## config.mk

```make
export PLATFORM = sky130hd
export DESIGN_NAME = sip_target_port
export DESIGN_NICKNAME = d
export VERILOG_FILES = /design/src/shared/sip_pkg.sv /design/src/shared/sip_evt_if.sv /design/src/logic/sip_line_detect.sv /design/src/logic/sip_target_port.sv
export SDC_FILE = /design/constraint.sdc
export NUM_CORES = 1
export LEC_CHECK = 0
export BUFFER_PORTS_ARGS = -buffer_cell sky130_fd_sc_hd__buf_4
export CAP_MARGIN = 0
export CELL_PAD_IN_SITES_DETAIL_PLACEMENT = 0
export CELL_PAD_IN_SITES_GLOBAL_PLACEMENT = 1
export CORE_MARGIN = 3
export CORE_UTILIZATION = 30
export DETAILED_ROUTE_END_ITERATION = 8
export PLACE_DENSITY_LB_ADDON = 0.1
export SETUP_SLACK_MARGIN = 0.2
export SLEW_MARGIN = 20
export SYNTH_ARGS = -nofsm -noshare
export SYNTH_HDL_FRONTEND = slang
export SYNTH_SLANG_ARGS = --single-unit
export TNS_END_PERCENT = 30
```

## constraint.sdc

```tcl
create_clock -name mclk_in -period 1.9 [get_ports mclk_in]
set_input_delay 0.285 -clock mclk_in [delete_from_list [all_inputs] [get_ports mclk_in]]
set_output_delay 0.285 -clock mclk_in [all_outputs]
set_load 0.02 [all_outputs]
```

## src/shared/sip_pkg.sv

```systemverilog
// constants, state codes and byte kinds for the two-wire register target port
package sip_pkg;

	localparam int          BYTE_W    = 8;       // bits per byte on the link
	localparam logic [3:0]  BYTE_BITS = 4'h8;    // data bits before the acknowledge slot
	localparam logic [5:0]  ADDR_HI   = 6'h34;   // fixed upper six address bits, 110100
	localparam logic [7:0]  IDX_RST   = 8'h00;   // register index after reset
	localparam logic [7:0]  SHIFT_RST = 8'h00;   // shift register after reset
	localparam logic [3:0]  CNT_RST   = 4'h0;    // bit counter after reset

	// one-hot states of the target engine
	typedef enum logic [7:0] {
		ST_IDLE  = 8'h01,
		ST_RX    = 8'h02,
		ST_RXACK = 8'h04,
		ST_WAIT  = 8'h08,
		ST_TX    = 8'h10,
		ST_TXACK = 8'h20,
		ST_TXNXT = 8'h40,
		ST_IGN   = 8'h80
	} sip_state_e;

	// what the byte being received means
	typedef enum logic [2:0] {
		K_ADDR = 3'h1,
		K_IDX  = 3'h2,
		K_DATA = 3'h4
	} sip_kind_e;

endpackage

```

## src/shared/sip_evt_if.sv

```systemverilog
// line levels and bus events passed from the line detector to the target engine
`timescale 1ns/100ps
interface sip_evt_if;
	logic scl_lvl;    // synchronised clock line
	logic sda_lvl;    // synchronised data line
	logic ad0_lvl;    // synchronised address-select pin
	logic scl_rise;   // clock line rose
	logic scl_fall;   // clock line fell
	logic start;      // START or repeated START seen
	logic stop;       // STOP seen

	modport det (output scl_lvl, sda_lvl, ad0_lvl, scl_rise, scl_fall, start, stop);
	modport eng (input  scl_lvl, sda_lvl, ad0_lvl, scl_rise, scl_fall, start, stop);
endinterface

```

## src/logic/sip_line_detect.sv

```systemverilog
// pin synchronisers and START/STOP/edge detection for the two-wire link
`timescale 1ns/100ps
module sip_line_detect (
	input  wire logic mclk_in,   // system clock
	input  wire logic arst_n_in, // async reset, active low
	input  wire logic scl_in,    // clock pin level
	input  wire logic sda_in,    // data pin level
	input  wire logic ad0_in,    // address-select pin level
	sip_evt_if.det    ev         // events toward the engine
);
	logic [2:0] meta_r;  // first synchroniser stage, read only by sync_r
	logic [2:0] sync_r;  // second stage: {ad0, sda, scl}
	logic [1:0] prev_r;  // one more stage for edge finding: {sda, scl}

	// -------------------------------------------------------------
	// synchronisers
	// -------------------------------------------------------------
	// two flops before any logic; the third stage only gives edges
	always_ff @(posedge mclk_in or negedge arst_n_in)
	begin
		if (!arst_n_in)
		begin
			meta_r <= 3'h7;
			sync_r <= 3'h7;
			prev_r <= 2'h3;
		end
		else
		begin
			meta_r <= {ad0_in, sda_in, scl_in};
			sync_r <= meta_r;
			prev_r <= sync_r[1:0];
		end
	end

	// -------------------------------------------------------------
	// events
	// -------------------------------------------------------------
	// a data edge with the clock high on both samples is a condition
	assign ev.scl_lvl  = sync_r[0];
	assign ev.sda_lvl  = sync_r[1];
	assign ev.ad0_lvl  = sync_r[2];
	assign ev.scl_rise = sync_r[0] & ~prev_r[0];
	assign ev.scl_fall = ~sync_r[0] & prev_r[0];
	assign ev.start    = sync_r[0] & prev_r[0] & prev_r[1] & ~sync_r[1];
	assign ev.stop     = sync_r[0] & prev_r[0] & ~prev_r[1] & sync_r[1];

endmodule // sip_line_detect

```

## src/logic/sip_target_port.sv

```systemverilog
// two-wire target port giving a host read and write access to the register space
`timescale 1ns/100ps
module sip_target_port (
	input  wire logic       mclk_in,                 // system clock, 200 MHz
	input  wire logic       arst_n_in,               // async reset, active low
	input  wire logic       scl_in,                  // clock pin input
	output logic            scl_out,                 // clock pin output value (always low)
	output logic            scl_oe_out,              // clock pin drive: stretch
	input  wire logic       sda_in,                  // data pin input
	output logic            sda_out,                 // data pin output value (always low)
	output logic            sda_oe_out,              // data pin drive: pull low
	input  wire logic       addr_select_pin_in,      // address-select pin input
	output logic            addr_select_pin_out,     // address-select pin value in SPI use
	output logic            addr_select_pin_oe_out,  // address-select pin drive in SPI use
	input  wire logic       twowire_port_disable_in, // keeps the pins in SPI use
	input  wire logic       spi_sdo_in,              // SPI serial output from SPI logic
	input  wire logic       spi_sdo_oe_in,           // SPI output enable from SPI logic
	output logic            spi_sclk_out,            // synchronised clock pin for SPI logic
	output logic            spi_sdi_out,             // synchronised data pin for SPI logic
	output logic            busy_out,                // bus busy, START to STOP
	output logic [7:0]      register_index_out,      // register being written or read
	output logic            wr_en_out,               // one-cycle write strobe
	output logic [7:0]      wr_data_out,             // byte to store
	output logic            rd_req_out,              // one-cycle read request
	input  wire logic       rd_ready_in,             // read data valid
	input  wire logic [7:0] rd_data_in               // read data
);
	sip_evt_if ev ();

	sip_pkg::sip_state_e state_r, state_nxt;
	sip_pkg::sip_kind_e  kind_r,  kind_nxt;
	logic       rw_r,      rw_nxt;
	logic [3:0] cnt_r,     cnt_nxt;
	logic [7:0] shift_r,   shift_nxt;
	logic [7:0] idx_r,     idx_nxt;
	logic       sda_oe_r,  sda_oe_nxt;
	logic       scl_oe_r,  scl_oe_nxt;
	logic       busy_r,    busy_nxt;
	logic       wr_en_r,   wr_en_nxt;
	logic [7:0] wr_data_r, wr_data_nxt;
	logic       rd_req_r,  rd_req_nxt;
	logic       ad0_r;
	logic       ad0_oe_r;

	// -------------------------------------------------------------
	// line detector
	// -------------------------------------------------------------
	sip_line_detect u_det (
		.mclk_in   (mclk_in),
		.arst_n_in (arst_n_in),
		.scl_in    (scl_in),
		.sda_in    (sda_in),
		.ad0_in    (addr_select_pin_in),
		.ev        (ev.det)
	);

	// -------------------------------------------------------------
	// decodes
	// -------------------------------------------------------------
	// the port is off while SPI owns the shared pins
	wire       link_on   = !twowire_port_disable_in;
	wire       byte_done = ev.scl_fall && (cnt_r == sip_pkg::BYTE_BITS);
	wire [6:0] own_addr  = {sip_pkg::ADDR_HI, ev.ad0_lvl};
	wire       addr_hit  = (shift_r[7:1] == own_addr);
	wire       host_ack  = !ev.sda_lvl;
	// read data taken only after the request pulse has gone out
	wire       rd_take   = (state_r == sip_pkg::ST_WAIT) && !rd_req_r && rd_ready_in;
	wire [3:0] cnt_inc   = cnt_r + 4'h1;
	wire [7:0] idx_inc   = idx_r + 8'h01;

	// -------------------------------------------------------------
	// next state
	// -------------------------------------------------------------
	// START and STOP win over any byte activity; a repeated START
	// simply restarts address reception with the bus still busy
	always_comb
	begin
		state_nxt   = state_r;
		kind_nxt    = kind_r;
		rw_nxt      = rw_r;
		cnt_nxt     = cnt_r;
		shift_nxt   = shift_r;
		idx_nxt     = idx_r;
		sda_oe_nxt  = sda_oe_r;
		scl_oe_nxt  = scl_oe_r;
		busy_nxt    = busy_r;
		wr_en_nxt   = 1'b0;
		wr_data_nxt = wr_data_r;
		rd_req_nxt  = 1'b0;
		if (!link_on)
		begin
			state_nxt  = sip_pkg::ST_IDLE;
			busy_nxt   = 1'b0;
			sda_oe_nxt = 1'b0;
			scl_oe_nxt = 1'b0;
		end
		else if (ev.start)
		begin
			state_nxt  = sip_pkg::ST_RX;
			kind_nxt   = sip_pkg::K_ADDR;
			cnt_nxt    = sip_pkg::CNT_RST;
			busy_nxt   = 1'b1;
			sda_oe_nxt = 1'b0;
			scl_oe_nxt = 1'b0;
		end
		else if (ev.stop)
		begin
			state_nxt  = sip_pkg::ST_IDLE;
			busy_nxt   = 1'b0;
			sda_oe_nxt = 1'b0;
			scl_oe_nxt = 1'b0;
		end
		else
		begin
			case (state_r)
				sip_pkg::ST_RX:
				begin
					if (ev.scl_rise)
					begin
						shift_nxt = {shift_r[6:0], ev.sda_lvl};
						cnt_nxt   = cnt_inc;
					end
					else if (byte_done)
					begin
						state_nxt  = sip_pkg::ST_RXACK;
						sda_oe_nxt = 1'b1;
						case (kind_r)
							sip_pkg::K_ADDR:
							begin
								rw_nxt = shift_r[0];
								if (!addr_hit)
								begin
									state_nxt  = sip_pkg::ST_IGN;
									sda_oe_nxt = 1'b0;
								end
							end
							sip_pkg::K_IDX:
							begin
								idx_nxt = shift_r;
							end
							default:
							begin
								wr_en_nxt   = 1'b1;
								wr_data_nxt = shift_r;
							end
						endcase
					end
				end
				sip_pkg::ST_RXACK:
				begin
					// acknowledge held for the whole high phase, dropped on the fall
					if (ev.scl_fall)
					begin
						sda_oe_nxt = 1'b0;
						cnt_nxt    = sip_pkg::CNT_RST;
						state_nxt  = sip_pkg::ST_RX;
						if (kind_r == sip_pkg::K_ADDR && rw_r)
						begin
							state_nxt  = sip_pkg::ST_WAIT;
							scl_oe_nxt = 1'b1;
							rd_req_nxt = 1'b1;
						end
						else if (kind_r == sip_pkg::K_ADDR)
						begin
							kind_nxt = sip_pkg::K_IDX;
						end
						else if (kind_r == sip_pkg::K_IDX)
						begin
							kind_nxt = sip_pkg::K_DATA;
						end
						else
						begin
							idx_nxt = idx_inc;
						end
					end
				end
				sip_pkg::ST_WAIT:
				begin
					// clock held low until the register byte is here
					if (rd_take)
					begin
						shift_nxt  = rd_data_in;
						sda_oe_nxt = !rd_data_in[7];
						cnt_nxt    = sip_pkg::CNT_RST;
						state_nxt  = sip_pkg::ST_TX;
					end
				end
				sip_pkg::ST_TX:
				begin
					scl_oe_nxt = 1'b0; // clock freed a cycle after the first bit is set up
					if (ev.scl_rise)
					begin
						cnt_nxt = cnt_inc;
					end
					else if (byte_done)
					begin
						sda_oe_nxt = 1'b0;
						state_nxt  = sip_pkg::ST_TXACK;
					end
					else if (ev.scl_fall)
					begin
						shift_nxt  = {shift_r[6:0], 1'b0};
						sda_oe_nxt = !shift_r[6];
					end
				end
				sip_pkg::ST_TXACK:
				begin
					if (ev.scl_rise)
					begin
						state_nxt = host_ack ? sip_pkg::ST_TXNXT : sip_pkg::ST_IGN;
					end
				end
				sip_pkg::ST_TXNXT:
				begin
					if (ev.scl_fall)
					begin
						idx_nxt    = idx_inc;
						state_nxt  = sip_pkg::ST_WAIT;
						scl_oe_nxt = 1'b1;
						rd_req_nxt = 1'b1;
					end
				end
				sip_pkg::ST_IDLE, sip_pkg::ST_IGN:
				begin
					sda_oe_nxt = 1'b0;
				end
				default:
				begin
					state_nxt  = sip_pkg::ST_IDLE;
					sda_oe_nxt = 1'b0;
					scl_oe_nxt = 1'b0;
				end
			endcase
		end
	end

	// -------------------------------------------------------------
	// state registers
	// -------------------------------------------------------------
	always_ff @(posedge mclk_in or negedge arst_n_in)
	begin
		if (!arst_n_in)
		begin
			state_r   <= sip_pkg::ST_IDLE;
			kind_r    <= sip_pkg::K_ADDR;
			rw_r      <= 1'b0;
			cnt_r     <= sip_pkg::CNT_RST;
			shift_r   <= sip_pkg::SHIFT_RST;
			idx_r     <= sip_pkg::IDX_RST;
			sda_oe_r  <= 1'b0;
			scl_oe_r  <= 1'b0;
			busy_r    <= 1'b0;
			wr_en_r   <= 1'b0;
			wr_data_r <= sip_pkg::SHIFT_RST;
			rd_req_r  <= 1'b0;
		end
		else
		begin
			state_r   <= state_nxt;
			kind_r    <= kind_nxt;
			rw_r      <= rw_nxt;
			cnt_r     <= cnt_nxt;
			shift_r   <= shift_nxt;
			idx_r     <= idx_nxt;
			sda_oe_r  <= sda_oe_nxt;
			scl_oe_r  <= scl_oe_nxt;
			busy_r    <= busy_nxt;
			wr_en_r   <= wr_en_nxt;
			wr_data_r <= wr_data_nxt;
			rd_req_r  <= rd_req_nxt;
		end
	end

	// -------------------------------------------------------------
	// SPI sharing of the pins
	// -------------------------------------------------------------
	// address-select pin turns into the SPI output only while disabled
	always_ff @(posedge mclk_in or negedge arst_n_in)
	begin
		if (!arst_n_in)
		begin
			ad0_r    <= 1'b0;
			ad0_oe_r <= 1'b0;
		end
		else
		begin
			ad0_r    <= spi_sdo_in;
			ad0_oe_r <= twowire_port_disable_in & spi_sdo_oe_in;
		end
	end

	// -------------------------------------------------------------
	// outputs
	// -------------------------------------------------------------
	// open-drain clock and data pins: the value is always low, only the enable moves
	assign scl_out                = 1'b0;
	assign sda_out                = 1'b0;
	assign scl_oe_out             = scl_oe_r;
	assign sda_oe_out             = sda_oe_r;
	assign addr_select_pin_out    = ad0_r;
	assign addr_select_pin_oe_out = ad0_oe_r;
	assign spi_sclk_out           = ev.scl_lvl;
	assign spi_sdi_out            = ev.sda_lvl;
	assign busy_out               = busy_r;
	assign register_index_out     = idx_r;
	assign wr_en_out              = wr_en_r;
	assign wr_data_out            = wr_data_r;
	assign rd_req_out             = rd_req_r;
endmodule // sip_target_port

```

==> results.json <==
{
  "synth_flop_cell": "dfrtp_1",
  "fmax_mhz": 507,
  "combPwrFrac_pct": 18.8,
  "wl_per_cell_um": 17.5,
  "clk_latency_ns": 0.32,
  "p_leak_uw": 0.00211,
  "area_delta_synth_final_pct": 50.5,
  "first_pass_iters": 4,
  "tightest_slew_ns": 0.752,
  "rsz0062_at_grt": "yes",
  "cp_data_required_time_ns": 2.11,
  "hold_class": "in2async",
  "crit_path_end_kind": "flop",
  "synth_cells": 333,
  "die_w_um": 109,
  "clk_pin_slew_ns": 0.10,
  "synth_seq_area_share_pct": 43.8,
  "cts_root_buffer": "clkbuf_8",
  "share_seq_of_total_power_pct": 52.4,
  "violations": "negative setup slack",
  "arrival_ns": 2.18,
  "power.switching_uw": 687,
  "worstPathMaxFanout": 4,
  "switching_share_pct": 28.9,
  "cp_slowest_cell": "or4_4",
  "globalRouteTotalUtil_pct": 17.8,
  "ir_drop_mv": 0.298,
  "insertedDiodeCount": 0,
  "antenna_found_initial": 0,
  "drc": 0,
  "status": "complete, but fails checks",
  "cp_cell_sequence": "buf_6 -> or4_4 -> nor3b_4 -> a2bb2oi_2 -> nor2_1 -> a31o_2",
  "fin_crit_ns": 1.97,
  "ant_nets": 0,
  "maxSlewViolCount": 0,
  "grt_max_degree": 56,
  "critPathLaunchType": "flop",
  "ctsHoldBuffers": 0,
  "fin_nets": 476,
  "dieHeight_um": 109,
  "worst_slack_ns": -0.0726,
  "setup_viol": 12,
  "critPathKind": "reg2reg",
  "drtIter0Drc": 166,
  "grt-ovfl-total": 0,
  "intPower_uw": 1690,
  "drt_wl_total_um": 10300,
  "ys_ff_latch": 55,
  "r2r_slack_ns": -0.07,
  "avgViaCountPerCell": 5.11,
  "clockBufferDepth": 2,
  "cts_sinks": 55,
  "place.gp.congestion": 0.855,
  "slew_headroom_pct": 49.8,
  "crit_family": "simple AND/OR/NAND/NOR gates",
  "grt_pass1_wl_um": 16200,
  "synth_cell_types": 65,
  "num_rows": 36,
  "whs_ns": 0.0304,
  "die-area_um2": 11900,
  "path_buf_inv": 1,
  "io_buffer_count": 41,
  "ios": 44,
  "synth_edf_count": 0,
  "first_global_vias": 2994,
  "syn_area_per_cell_um2": 9.53,
  "p_per_area_nw_per_um2": 499,
  "fin_skew_ns": 0.0142,
  "cts_made_buffers": 5,
  "synthArstFlopShare_pct": 100,
  "syn_area_um2": 3170,
  "hold_viol_final": 0,
  "cts_tree": "yes",
  "timing.final.crit_share_pct": 104,
  "slowest_delay_ns": 0.55,
  "cts_max_level": 2,
  "yosys_warnings": 0,
  "maxCapViolations": 0,
  "vias": 3017,
  "start_util_pct": 31.6,
  "core_area_um2": 10000,
  "final_util_pct": 47.6,
  "power.clock.fraction_pct": 28.7,
  "drive_gt1_share_pct": 52.5,
  "place_hpwl_um": 7450
}
layer usage:
metal	vias up	part of all wire (%)	GRT usage [%]
li1	1466	-	-
met1	1469	48	25.9
met2	69	46	26.8
met3	13	4.4	3.37
met4	0	1.7	5.23
met5	-	0	0
through the flow:
step / total power, uW / setup WS [ns] / area, um^2 / instances / TNS (ns)
5_1_grt: 2510 / -0.119 / 4780 / 590 / -2.38
4_1_cts: 2400 / -0.0292 / 4680 / 589 / -0.126
3_5_place_dp: 1660 / -0.220 / 4210 / 564 / -3.21
2_1_floorplan: 1450 / -0.0806 / 3260 / 334 / -1.04
6_report: 2380 / -0.0726 / 4780 / 590 / -0.420
3_3_place_gp: 1660 / -0.227 / 4210 / 564 / -3.15
timing repair:
| action | in CTS | in global routing |
|---|---|---|
| endpoints found under the setup margin | 43 | 44 |
| resized for setup | 53 | 27 |
| pin swaps | 21 | 5 |
| buffers inserted | 17 | 1 |
cells in the mapped netlist (all sizes together), types with 7 or more instances:
cell | instances | area, um^2
nand3 | 11 | 55.1
clkbuf | 7 | 27.5
nand2 | 42 | 158
nor2 | 19 | 71.3
dfstp | 10 | 263
a31oi | 8 | 50.1
nand4 | 8 | 50.1
nor2b | 7 | 43.8
inv | 7 | 26.3
mux2 | 16 | 180
a21oi | 20 | 104
buf | 12 | 78.8
o21ai | 18 | 90.1
nand2b | 8 | 50.1
nor3 | 15 | 75.1
dfrtp | 45 | 1130
registers in the layout (all words and copies together) (netlist names):
| register | count |
|---|---|
| u_det.prev_r | 2 |
| addr_select_pin_oe_out | 1 |
| scl_oe_out | 1 |
| sda_oe_out | 1 |
| addr_select_pin_out | 1 |
| wr_data_out | 8 |
| rw_r | 1 |
| state_r | 8 |
| shift_r | 8 |
| cnt_r | 4 |
| u_det.meta_r | 3 |
| busy_out | 1 |
| wr_en_out | 1 |
| register_index_out | 8 |
| rd_req_out | 1 |
| u_det.sync_r | 3 |
| kind_r | 3 |
cell usage in the layout, fill, tap and decap left out, types with 7 or more instances in the layout:
cell and instances:
buf_4 123, dfstp_2 10, nor2b_1 7, nand2_1 37, mux2_2 7, nand2b_1 7
dfrtp_2 7, dfrtp_1 38, nor3_2 7, mux2_4 9, a21oi_1 18, nand3_1 9
nor2_1 17, nand4_1 8, o21ai_1 7, o21ai_0 11
cell families after synthesis:
group	synth area share [%]
and+or+nand+nor	25.5
AOI/OAI and AO/OA	16.7
DFF	43.8
buffers and inverters	4.18
muxes	6.62
xor gates and xnor gates	1.93
adders and majority gates	1.18
other	0.118
area by class of cell:
class | instances | area (um^2)
multi-input cells | 253 | 2000
inverters | 7 | 26.3
clock buffers | 5 | 68.8
well taps | 133 | 166
fillers | 943 | 5270
clock inverters | 3 | 23.8
repair buffers | 134 | 1090
flip-flops and latches | 55 | 1400
final timing paths:
kind                            cells past startpoint          startpoint         endpoint
worst max-delay path                                6          state_r[0]       state_r[6]
worst min-delay path                                1           arst_n_in         cnt_r[2]
worst max register to register                      6          state_r[0]       state_r[6]
worst min register to register                      0     u_det.meta_r[0]  u_det.sync_r[0]
max in group asynchronous                           1           arst_n_in       state_r[3]
min in group mclk_in                                1  addr_select_pin_in  u_det.meta_r[2]
power groups by stage:
stage,Combinational [uW],Sequential (uW),Clock [uW]
after floorplan,164,1280,0
after global placement,387,1270,0
after detailed placement,388,1270,0
after CTS,432,1250,720
after global routing,485,1250,774
final,448,1250,685
Power figures use the tool's default switching activity.
